`config.mk`:
```
export PLATFORM = sky130hd
export DESIGN_NAME = sctx_port
export DESIGN_NICKNAME = d
export VERILOG_FILES = /design/src/hdl/sctx_pkg.sv /design/src/hdl/sctx_port.sv
export SDC_FILE = /design/constraint.sdc
export NUM_CORES = 1
export LEC_CHECK = 0
export CORE_ASPECT_RATIO = 0.75
export CORE_MARGIN = 1.5
export CORE_UTILIZATION = 50
export CTS_BUF_LIST = sky130_fd_sc_hd__clkbuf_4 sky130_fd_sc_hd__clkbuf_8
export CTS_CLUSTER_DIAMETER = 150
export CTS_CLUSTER_SIZE = 40
export DETAILED_ROUTE_END_ITERATION = 10
export DONT_BUFFER_PORTS = 1
export GPL_ROUTABILITY_DRIVEN = 0
export GPL_TIMING_DRIVEN = 0
export PLACE_DENSITY = 0.74
export SLEW_MARGIN = 20
export SYNTH_ARGS = -nofsm -noshare
export SYNTH_HDL_FRONTEND = slang
export SYNTH_SLANG_ARGS = --single-unit
```
`constraint.sdc`:
```
create_clock -name sys_clk -period 3.2 [get_ports sys_clk]
set_input_delay 0 -clock sys_clk [delete_from_list [all_inputs] [get_ports sys_clk]]
set_output_delay 0 -clock sys_clk [all_outputs]
set_load 0.03 [all_outputs]
```
`src/hdl/sctx_pkg.sv`:
```
// package: constants, types and register map of the serial config and tx data port
package sctx_pkg;

    // ------------------------------------------------------------------
    // wishbone register map (byte addresses)
    // ------------------------------------------------------------------
    localparam logic [7:0] ADR_LATCH0 = 8'h00;
    localparam logic [7:0] ADR_LATCH1 = 8'h04;
    localparam logic [7:0] ADR_LATCH2 = 8'h08;
    localparam logic [7:0] ADR_LATCH3 = 8'h0C;
    localparam logic [7:0] ADR_STATUS = 8'h10;
    localparam logic [7:0] ADR_MASK   = 8'h14;
    localparam logic [7:0] ADR_SHIFT  = 8'h18;
    localparam logic [7:0] ADR_LIVE   = 8'h1C;

    // ------------------------------------------------------------------
    // word layout and latch fields
    // ------------------------------------------------------------------
    localparam int WORD_W     = 32;
    localparam int LAT_REF    = 0;
    localparam int LAT_MOD    = 2;
    localparam int LAT_MUX    = 3;
    localparam int CLKDIV_HI  = 11;
    localparam int CLKDIV_LO  = 8;
    localparam int XOEB_BIT   = 12;
    localparam int MODE_HI    = 5;
    localparam int MODE_LO    = 4;
    localparam int RATE_HI    = 21;
    localparam int RATE_LO    = 6;
    localparam int MUXSEL_HI  = 6;
    localparam int MUXSEL_LO  = 4;

    localparam logic [1:0] MODE_FSK  = 2'h0;
    localparam logic [1:0] MODE_GFSK = 2'h1;
    localparam logic [1:0] MODE_ASK  = 2'h2;
    localparam logic [1:0] MODE_GOOK = 2'h3;

    localparam logic [2:0] MUX_REG_READY = 3'h0;
    localparam logic [2:0] MUX_LOCK      = 3'h1;
    localparam logic [2:0] MUX_BATT_LOW  = 3'h2;
    localparam logic [2:0] MUX_HIGH      = 3'h3;

    // ------------------------------------------------------------------
    // event bits of status and mask
    // ------------------------------------------------------------------
    localparam int EV_LOAD    = 0;
    localparam int EV_OVERRUN = 1;
    localparam int EV_UNLOCK  = 2;
    localparam int EV_TXBIT   = 3;
    localparam int EV_W       = 4;
    localparam logic [5:0] NBITS_FULL = 6'h20;

    typedef enum logic [2:0] {
        TXC_IDLE = 3'b001,
        TXC_LOW  = 3'b010,
        TXC_HIGH = 3'b100
    } sctx_txc_e;

    typedef struct packed {
        logic pll_lock;
        logic batt_low;
        logic reg_ready;
    } sctx_stat_s;

    typedef struct packed {
        logic                          sclk_p;
        logic                          le_p;
        logic                          osc_p;
        logic                          lock_p;
        logic [WORD_W-1:0]             shift;
        logic [5:0]                    nbits;
        logic [3:0][WORD_W-1:0]        latch;
        sctx_txc_e                     txc;
        logic [15:0]                   txc_cnt;
        logic                          tx_clk;
        logic                          tx_bit;
        logic [3:0]                    ref_cnt;
        logic                          clk_out;
        logic                          mux_out;
        logic [EV_W-1:0]               stat;
        logic [EV_W-1:0]               mask;
        logic                          ack;
        logic [WORD_W-1:0]             rdat;
    } sctx_state_s;

endpackage

```
`src/hdl/sctx_port.sv`:
```
// serial configuration port, tx bit path, status mux and clock out of the transmitter
//
// Overview of operation
// [RULE1] each serial clock rising edge shifts the data input into a 32-bit register
// [RULE2] host sends words msb first; the two lowest bits pick the latch
// [RULE3] load strobe rising edge copies the shift register into the selected latch
// [RULE4] tx bit clock runs only in gaussian modes, at the configured data rate
// [RULE5] host changes tx data only on falling edges of the tx bit clock
// [RULE6] tx data is sampled on tx bit clock rising edges, mid bit
// [RULE7] the bit stream to modulate enters on the tx bit input
// [RULE8] clock out is a divided reference copy with equal high and low times
// [RULE9] status mux can show pll lock or battery monitor result
// [RULE10] status mux can also show the regulator ready indication
// [RULE11] with an external reference the oscillator disable bit powers the crystal down
// [RULE12] chip enable low clears all latches; host rewrites them afterwards
// [RULE13] beyond thirty-two edges only the newest thirty-two bits are kept
//
// The register offsets and the Wishbone interface to the registers were decided locally.
`timescale 1ns/100ps

module sctx_port (
    input  wire logic                sys_clk,
    input  wire logic                reset,
    input  wire logic                wb_cyc_i,
    input  wire logic                wb_stb_i,
    input  wire logic                wb_we_i,
    input  wire logic [3:0]          wb_sel_i,
    input  wire logic [7:0]          wb_adr_i,
    input  wire logic [31:0]         wb_dat_i,
    output wire logic [31:0]         wb_dat_o,
    output wire logic                wb_ack_o,
    input  wire logic                chip_enable,
    input  wire logic                serial_clk,
    input  wire logic                serial_data,
    input  wire logic                latch_load_strobe,
    input  wire logic                tx_bit_input,
    input  wire logic                ref_oscillator_pin_two,
    input  wire sctx_pkg::sctx_stat_s status_in,
    output wire logic                tx_bit_clock,
    output wire logic                modulated_bit,
    output wire logic                status_mux_output,
    output wire logic                divided_ref_clock_out,
    output wire logic                xtal_osc_enable,
    output wire logic                irq
);

    // ------------------------------------------------------------------
    // helpers
    // ------------------------------------------------------------------
    function automatic logic rose(input logic prev, input logic cur);
        rose = cur & ~prev;
    endfunction

    sctx_pkg::sctx_state_s s_q;
    sctx_pkg::sctx_state_s s_d;

    logic [1:0]               mode_w;
    logic                     gauss_w;
    logic [15:0]              half_w;
    logic [3:0]               div_w;
    logic                     xoeb_w;
    logic [2:0]               msel_w;
    logic                     req_w;
    logic                     ref_tick_w;
    logic [sctx_pkg::EV_W-1:0] ev_w;
    logic [sctx_pkg::EV_W-1:0] clr_w;

    assign mode_w  = s_q.latch[sctx_pkg::LAT_MOD][sctx_pkg::MODE_HI:sctx_pkg::MODE_LO];
    assign gauss_w = (mode_w == sctx_pkg::MODE_GFSK) || (mode_w == sctx_pkg::MODE_GOOK);
    assign half_w  = s_q.latch[sctx_pkg::LAT_MOD][sctx_pkg::RATE_HI:sctx_pkg::RATE_LO];
    assign div_w   = s_q.latch[sctx_pkg::LAT_REF][sctx_pkg::CLKDIV_HI:sctx_pkg::CLKDIV_LO];
    assign xoeb_w  = s_q.latch[sctx_pkg::LAT_REF][sctx_pkg::XOEB_BIT];
    assign msel_w  = s_q.latch[sctx_pkg::LAT_MUX][sctx_pkg::MUXSEL_HI:sctx_pkg::MUXSEL_LO];
    assign req_w   = wb_cyc_i && wb_stb_i && !s_q.ack;
    // internal oscillator is modelled as one tick per system clock
    assign ref_tick_w = xoeb_w ? rose(s_q.osc_p, ref_oscillator_pin_two) : 1'b1; // [RULE11]

    // ------------------------------------------------------------------
    // next state
    // ------------------------------------------------------------------
    always_comb begin
        s_d    = s_q;
        ev_w   = '0;
        clr_w  = '0;
        s_d.sclk_p = serial_clk;
        s_d.le_p   = latch_load_strobe;
        s_d.osc_p  = ref_oscillator_pin_two;
        s_d.lock_p = status_in.pll_lock;

        // serial word entry; older bits fall off the top
        if (rose(s_q.sclk_p, serial_clk)) begin
            s_d.shift = {s_q.shift[sctx_pkg::WORD_W-2:0], serial_data}; // [RULE1] [RULE13]
            if (s_q.nbits == sctx_pkg::NBITS_FULL) begin
                ev_w[sctx_pkg::EV_OVERRUN] = 1'b1; // [RULE13]
            end else begin
                s_d.nbits = s_q.nbits + 6'h01;
            end
        end
        // a load in the same cycle as a clock edge takes the word before that edge
        if (rose(s_q.le_p, latch_load_strobe)) begin
            s_d.latch[s_q.shift[1:0]] = s_q.shift; // [RULE3] [RULE2]
            s_d.nbits = '0;
            ev_w[sctx_pkg::EV_LOAD] = 1'b1;
        end

        // tx bit clock: host moves data on the fall, we sample on the rise
        case (s_q.txc)
            sctx_pkg::TXC_IDLE: begin
                s_d.tx_clk  = 1'b0;
                s_d.txc_cnt = '0;
                s_d.tx_bit  = tx_bit_input; // [RULE7]
                if (gauss_w) begin
                    s_d.txc = sctx_pkg::TXC_LOW; // [RULE4]
                end
            end
            sctx_pkg::TXC_LOW: begin
                s_d.txc_cnt = s_q.txc_cnt + 16'h0001;
                if (!gauss_w) begin
                    s_d.txc = sctx_pkg::TXC_IDLE;
                end else if (s_q.txc_cnt + 16'h0001 >= half_w) begin
                    s_d.txc     = sctx_pkg::TXC_HIGH;
                    s_d.txc_cnt = '0;
                    s_d.tx_clk  = 1'b1;
                    s_d.tx_bit  = tx_bit_input; // [RULE6] [RULE5]
                    ev_w[sctx_pkg::EV_TXBIT] = 1'b1;
                end
            end
            sctx_pkg::TXC_HIGH: begin
                s_d.txc_cnt = s_q.txc_cnt + 16'h0001;
                if (!gauss_w) begin
                    s_d.txc    = sctx_pkg::TXC_IDLE;
                    s_d.tx_clk = 1'b0;
                end else if (s_q.txc_cnt + 16'h0001 >= half_w) begin
                    s_d.txc     = sctx_pkg::TXC_LOW;
                    s_d.txc_cnt = '0;
                    s_d.tx_clk  = 1'b0; // [RULE4]
                end
            end
            default: begin
                s_d.txc    = sctx_pkg::TXC_IDLE;
                s_d.tx_clk = 1'b0;
            end
        endcase
        if (!gauss_w) begin
            s_d.tx_clk = 1'b0; // [RULE4]
        end

        // clock out toggles every div+1 reference ticks, so high equals low
        if (ref_tick_w) begin
            if (s_q.ref_cnt >= div_w) begin
                s_d.ref_cnt = '0;
                s_d.clk_out = ~s_q.clk_out; // [RULE8]
            end else begin
                s_d.ref_cnt = s_q.ref_cnt + 4'h1;
            end
        end

        case (msel_w)
            sctx_pkg::MUX_REG_READY: s_d.mux_out = status_in.reg_ready; // [RULE10]
            sctx_pkg::MUX_LOCK:      s_d.mux_out = status_in.pll_lock;  // [RULE9]
            sctx_pkg::MUX_BATT_LOW:  s_d.mux_out = status_in.batt_low;  // [RULE9]
            sctx_pkg::MUX_HIGH:      s_d.mux_out = 1'b1;
            default:                 s_d.mux_out = 1'b0;
        endcase

        if (s_q.lock_p && !status_in.pll_lock) begin
            ev_w[sctx_pkg::EV_UNLOCK] = 1'b1;
        end

        // powered down: configuration and pin state are lost
        if (!chip_enable) begin
            s_d.shift   = '0; // [RULE12]
            s_d.nbits   = '0;
            s_d.latch   = '0; // [RULE12]
            s_d.txc     = sctx_pkg::TXC_IDLE;
            s_d.txc_cnt = '0;
            s_d.tx_clk  = 1'b0;
            s_d.tx_bit  = 1'b0;
            s_d.ref_cnt = '0;
            s_d.clk_out = 1'b0;
            s_d.mux_out = 1'b0;
            ev_w        = '0;
        end

        // ------------------------------------------------------------------
        // wishbone slave, one wait state, unmapped reads return zero
        // ------------------------------------------------------------------
        s_d.ack = req_w;
        if (req_w && wb_we_i && wb_sel_i[0]) begin
            if (wb_adr_i == sctx_pkg::ADR_STATUS) begin
                clr_w = wb_dat_i[sctx_pkg::EV_W-1:0];
            end
            if (wb_adr_i == sctx_pkg::ADR_MASK) begin
                s_d.mask = wb_dat_i[sctx_pkg::EV_W-1:0];
            end
        end
        // a new event beats a clear in the same cycle
        s_d.stat = (s_q.stat & ~clr_w) | ev_w;
        if (req_w) begin
            case (wb_adr_i)
                sctx_pkg::ADR_LATCH0: s_d.rdat = s_q.latch[0];
                sctx_pkg::ADR_LATCH1: s_d.rdat = s_q.latch[1];
                sctx_pkg::ADR_LATCH2: s_d.rdat = s_q.latch[2];
                sctx_pkg::ADR_LATCH3: s_d.rdat = s_q.latch[3];
                sctx_pkg::ADR_STATUS: s_d.rdat = {28'h0000000, s_q.stat};
                sctx_pkg::ADR_MASK:   s_d.rdat = {28'h0000000, s_q.mask};
                sctx_pkg::ADR_SHIFT:  s_d.rdat = s_q.shift;
                sctx_pkg::ADR_LIVE:   s_d.rdat = {20'h00000, s_q.nbits, s_q.txc, s_q.tx_clk,
                                                  s_q.clk_out, s_q.mux_out};
                default:              s_d.rdat = '0;
            endcase
        end
    end

    always_ff @(posedge sys_clk) begin
        if (reset) begin
            s_q     <= '0;
            s_q.txc <= sctx_pkg::TXC_IDLE;
        end else begin
            s_q <= s_d;
        end
    end

    assign wb_dat_o              = s_q.rdat;
    assign wb_ack_o              = s_q.ack;
    assign tx_bit_clock          = s_q.tx_clk;
    assign modulated_bit         = s_q.tx_bit;
    assign status_mux_output     = s_q.mux_out;
    assign divided_ref_clock_out = s_q.clk_out;
    assign xtal_osc_enable       = chip_enable && !xoeb_w; // [RULE11]
    assign irq                   = |(s_q.stat & s_q.mask);

    // ------------------------------------------------------------------
    // checks
    // ------------------------------------------------------------------
    chk_shift_entry: assert property (@(posedge sys_clk) disable iff (reset) // [RULE1]
        (chip_enable && !s_q.sclk_p && serial_clk)
        |=> (s_q.shift == {$past(s_q.shift[30:0]), $past(serial_data)}))
        else $error("shift register missed a serial clock edge");

    chk_latch_load: assert property (@(posedge sys_clk) disable iff (reset) // [RULE3]
        (chip_enable && !s_q.le_p && latch_load_strobe)
        |=> (s_q.latch[$past(s_q.shift[1:0])] == $past(s_q.shift)))
        else $error("load strobe did not fill the selected latch");

    chk_tx_bit_clock_quiet: assert property (@(posedge sys_clk) disable iff (reset) // [RULE4]
        !gauss_w |=> !s_q.tx_clk)
        else $error("tx bit clock runs outside gaussian modes");

    // leaving a gaussian mode may cut a half period short, which is allowed
    chk_tx_bit_clock_halfbit: assert property (@(posedge sys_clk) disable iff (reset || !gauss_w) // [RULE4]
        (gauss_w && $rose(s_q.tx_clk) && half_w == 16'h0003 && $stable(half_w))
        |-> s_q.tx_clk [*3] ##1 !s_q.tx_clk)
        else $error("tx bit clock half period wrong");

    chk_tx_sample: assert property (@(posedge sys_clk) disable iff (reset) // [RULE6]
        $rose(s_q.tx_clk) |-> (s_q.tx_bit == $past(tx_bit_input)))
        else $error("tx data not sampled on rising bit clock");

    chk_divided_ref_clock_out_even: assert property (@(posedge sys_clk) disable iff (reset) // [RULE8]
        ($changed(s_q.clk_out) && $past(chip_enable))
        |-> ($past(s_q.ref_cnt) >= $past(div_w)))
        else $error("clock out toggled before its count");

    chk_mux_lock: assert property (@(posedge sys_clk) disable iff (reset) // [RULE9]
        (chip_enable && msel_w == sctx_pkg::MUX_LOCK) |=> (s_q.mux_out == $past(status_in.pll_lock)))
        else $error("status mux does not follow lock");

    chk_mux_ready: assert property (@(posedge sys_clk) disable iff (reset) // [RULE10]
        (chip_enable && msel_w == sctx_pkg::MUX_REG_READY)
        |=> (s_q.mux_out == $past(status_in.reg_ready)))
        else $error("status mux does not follow regulator ready");

    chk_ext_ref: assert property (@(posedge sys_clk) disable iff (reset) // [RULE11]
        (chip_enable && xoeb_w && !(!s_q.osc_p && ref_oscillator_pin_two)) |=> $stable(s_q.ref_cnt))
        else $error("reference divider moved without an external edge");

    chk_ce_clear: assert property (@(posedge sys_clk) disable iff (reset) // [RULE12]
        !chip_enable |=> (s_q.latch == '0 && s_q.shift == '0 && !s_q.tx_clk))
        else $error("power down left configuration behind");

    chk_overrun_flag: assert property (@(posedge sys_clk) disable iff (reset) // [RULE13]
        (chip_enable && !s_q.sclk_p && serial_clk && s_q.nbits == sctx_pkg::NBITS_FULL)
        |=> s_q.stat[sctx_pkg::EV_OVERRUN])
        else $error("overrun not flagged");

endmodule // sctx_port

```
# Word level (Yosys, flattened, before mapping)
# Index checks and enable logic that the tools add are counted.
# totals
register_bits	238
inputBits	58
out_inout_bits	39
elab_cells	117
# classes
addsub	3
n_lt_le_gt_ge	4
eq_ne	22
muxes	28
bitwise	14
reduce_logical	25
# ops
operator	n
$pmux W32 S8	1
$bwmux W128	1
$demux W32 S2	1
$pmux W16 S3	1
$eq A8 B5 Y1 const B	4
$mux W32	1
$mux W21	1
$mux W20	1
$mux W18	1
$add A16 B1 Y16 const B	1
$eq A8 B4 Y1 const B	2
$ge A16 B16 Y1	1
$mux W16	1
$mux W4	4
$eq A3 B2 Y1 const B	3
$mux W3	3
$pmux W3 S3	1
$reduce_and A3 Y1	3
$and A4 B4 Y4	2
$eq A8 B3 Y1 const B	1
$logic_not A8 Y1	1
$mux W1	8
$ne A2 B2 Y1 const B	4
$logic_and A1 B1 Y1	7
other kinds (26)	42

# Logic depth before layout (Yosys ltp)
# depth
ltp_word	8
depth_mapped	14
depth_no_buf	13

# Least setup slack after synthesis
# Ideal clock, no wire load.
# synth_path
path_kind	register -> register
startpoint	register s_q[49] in the netlist's numbering
endpoint	register s_q[61] in the netlist's numbering
setup_ns	0.122
arrival_ns	2.855
required_time_ns	3.078
slack_ns	0.224
stages_incl_launch_ff	14
path_buffers	0
period_less_slack_ns	2.976
path_cell_list	dfxtp_1 > ha_1 > nand2_1 > nor2_1 > nand3_1 > o21ai_0 > nand2_1 > ha_1 > nand4_1 > nor3_2 > or4b_4 > nand3_4 > a21oi_4 > a221o_1
# synth_between
elab_chain_cells	5
word_cells_on_any_way	7
classes_between	add/sub: 1; order compare: 1; mux: 5
# synth_lines
item	line	rtl
from (decl)	sctx_port.sv:54	sctx_pkg::sctx_state_s s_q;
$add A16 B1 Y16 (*)	--	
$ge A16 B16 Y1	sctx_port.sv:120, sctx_port.sv:133	
$mux W20 / $mux W21 (equally long branches)	sctx_port.sv:133, sctx_port.sv:120	
$mux W16 / $mux W18 (equally long branches)	sctx_port.sv:130, sctx_port.sv:118	
$pmux W16 S3 (*)	sctx_port.sv:107	case (s_q.txc)
# Every way passes the cells marked *; elsewhere a longest branch is shown, timed or not. The select of a mux whose other input is x is not followed.
# A chain may end at the register's enable or synchronous reset.

# Worst setup path in the final report
# layout_path
startpoint	register s_q[49] in the netlist's numbering
endpoint	register s_q, in the netlist modulated_bit
# layout_between
elab_chain_cells	4
# layout_lines
item	line	rtl
$add A16 B1 Y16	sctx_port.sv:120	end else if (s_q.txc_cnt + 16'h0001 >= half_w) begin
$ge A16 B16 Y1	sctx_port.sv:120	
$ne A2 B2 Y1 (no line)	--	
$reduce_and A3 Y1 (no line)	--	
# No other way between the ends.

==> flow_summary.yaml <==
pwr:
  power_density_nw_per_um2: 379
  p_leak_nw: 3.80
  ir_drop_v: 0.000293
setup_path:
  cp_top_family: "simple AND/OR/NAND/NOR gates"
  path_cells: "ha_4 > nand2_1 > nor2_2 > nand3_2 > or3_4 > nand2_2 > ha_1 > nand4_1 > nor3_2 > or4b_4 > buf_4 > a31oi_4 > mux2i_1 > nor2_1"
  worstPathMaxFanout: 4
  crit_path_end_kind: "flop"
  cp-start-kind: "flop"
  cpMaxStageDelayCell: "or4b_4"
  max_stage_delay_ps: 520
  path_class: "flop to flop"
  r2r_cells: 14
  worstPathRequired_ps: 3640
  crit_arrival_ps: 3680
  path_buf_inv: 1
  cp.depth: 14
  r2r_slack_ps: -50
routing:
  routedWlPerCell_um: 19.5
  wirelength_mm: 31.3
  drt_iter0_drc: 1379
  ant_nets: 0
  vias: 9519
  drc: 0
  drt-pass1-iter-count: 8
  detail_route.vias_per_cell: 5.94
sta:
  max_slew_margin_pct: 44.6
  max_clock_freq_mhz: 308
  finalCriticalPeriod_ps: 3250
  layout_setup_ws_ps: -45.9
  report.final.slew_viol_count: 0
  fin_crit_sh_pct: 101
  setup_viol: 5
  hold_violations: 0
  tightest_slew_ps: 831
  rsz0062_at_grt: "true"
  finClkSkew_ps: 19.4
clocking:
  ctsHtreeMaxLevel: 1
  clkTransAtPathRegs_ps: 230
  root_buffer: "clkbuf_8"
  cts_buffers: 9
  clockBufferDepth: 3
  clk_latency_ps: 540
  clock-sinks: 238
  cts_tree: "yes"
yosys:
  synthFlopType: "dfxtp_1"
  synthArstFlopShare_pct: 0
  yosysSeqAreaShare_pct: 45.5
  synth_cell_types: 62
  synth_edf_count: 0
  syn-cell-area_um2: 10500
  syn_inst: 1268
  syn-num-nets: 1350
  syn_area_per_cell_um2: 8.27
  synth-seq-cells: 238
  yosysWarnings: 0
die:
  die_x_um: 170
  die_area_um2: 21800
  rows: 45
  core-area_um2: 20400
  ios: 97
  fp.dieH_um: 128
  start_util_pct: 51.4
final_layout:
  area_growth_pct: 9.71
  instances_no_fill: 1603
  layout_common_cells: "339 x nand2_1, 228 x dfxtp_1, 161 x a21oi_1, 68 x clkbuf_1, 60 x a22oi_1"
  fin_area_um2: 11500
  final_common_cell: "nand2_1"
  postLayoutCoreUtil_pct: 56.4
  nets: 1403
  drive_above_1_share_pct: 8.86
placement:
  place_hpwl_mm: 21.4
  port_buffers: 0
  dpl-instance-area_um2: 10800
  dp_cells: 1550
global_routing:
  grt_pass1_wl_mm: 47.8
  grt_pass1_vias: 8555
  grt_max_degree: 41
  antenna_found_initial: 1
  track_usage_pct: 28.2
  gr-total-overflow: 0
worst_hold_path:
  hp-class: "primary input to flop"
  holdPathStages: 3
run_status:
  violations: "negative setup slack"
  status: "finished, violations left"
run:
  drv_cap: 0
[cells in the mapped netlist, types with 11 or more instances]
master | instances | area (um^2)
ha_1 | 24 | 300
a22o_1 | 36 | 315
inv_1 | 24 | 90.1
nand3_1 | 21 | 105
buf_4 | 38 | 285
nor2_1 | 39 | 146
nand2_1 | 342 | 1280
o21ai_0 | 11 | 55.1
dfxtp_1 | 238 | 4760
o21ai_1 | 24 | 120
a222oi_1 | 20 | 200
a22oi_1 | 60 | 450
clkbuf_1 | 68 | 255
a21oi_1 | 161 | 806
and3_1 | 11 | 68.8
nand2b_1 | 11 | 68.8
nor2b_1 | 11 | 68.8
[path summary, 6_finish.rpt]
| path | from | end |
|---|---|---|
| max | s_q[49] | modulated_bit |
| min reg2reg | s_q[88] | s_q[88] |
| max reg2reg | s_q[49] | modulated_bit |
| min | wb_adr_i[3] | wb_dat_o[0] |
[flip-flops by register name, summed over array words and instances, names as in the netlist]
register               count
div_w                      4
divided_ref_clock_out      1
half_w                    16
mode_w                     2
modulated_bit              1
msel_w                     3
s_q                      176
status_mux_output          1
tx_bit_clock               1
wb_ack_o                   1
wb_dat_o                  32
[stage by stage]
| step | setup TNS (ps) | total power [mW] | hold WS (ps) | setup WS [ps] |
|---|---|---|---|---|
| finish | -113 | 4.36 | 45.6 | -45.9 |
| global route | -3840 | 4.47 | 39.9 | -235 |
| CTS | 0 | 4.36 | 13.1 | 14.6 |
| detailed placement | -5870 | 3.23 | 84.8 | -406 |
| global placement | -5270 | 3.23 | 86.1 | -390 |
| floorplan | 0 | 3.16 | 80.2 | 224 |
[area by class of cell]
cell class | instances | area (um^2)
clock buffer | 10 | 138
inverter | 24 | 90.1
buffer | 121 | 641
fill | 1877 | 8880
antenna | 1 | 2.50
multi-input combinational | 885 | 5100
timing repair buffer | 42 | 385
sequential | 238 | 4790
tap | 282 | 353
[worst reg2reg max path, delay by kind of cell (launching register included)]
kind                     cells  cell delay, ps
flip-flops                   1             430
multiplexers                 1             210
AND/OR/NAND/NOR              9            1880
AO/OA/AOI/OAI                1             170
buffers and inverters        1             160
adder cells (fa/ha/maj)      2             300
[kinds of logic after synthesis]
logic type	count (synthesis)	synth area share, %
simple gates	485	20.8
fa+ha+maj	24	2.87
buf+inv	146	6.98
flops	238	45.5
compound gates	350	21.7
xor+xnor	16	1.34
mux	9	0.895
[repair_timing]
item | CTS | global route
hold buffers | 28 | 0
gates cloned | 1 | 0
pin swaps | 7 | 5
buffers inserted | 12 | 2
endpoints found under the hold margin | 33 | 0
endpoints found under the setup margin | 21 | 21
resized for setup | 28 | 9
[routing by layer]
layer	global-route usage, %	wire (um)
met1	42.1	14200
met2	42.0	13000
met3	5.04	3340
met4	6.82	700
met5	0	0
[report_power, final]
part / internal, mW / switching (mW)
sequential: 2.97 / 0.0101
clock: 0.285 / 0.867
combinational: 0.0522 / 0.172
(Power assumes the default switching activity.)
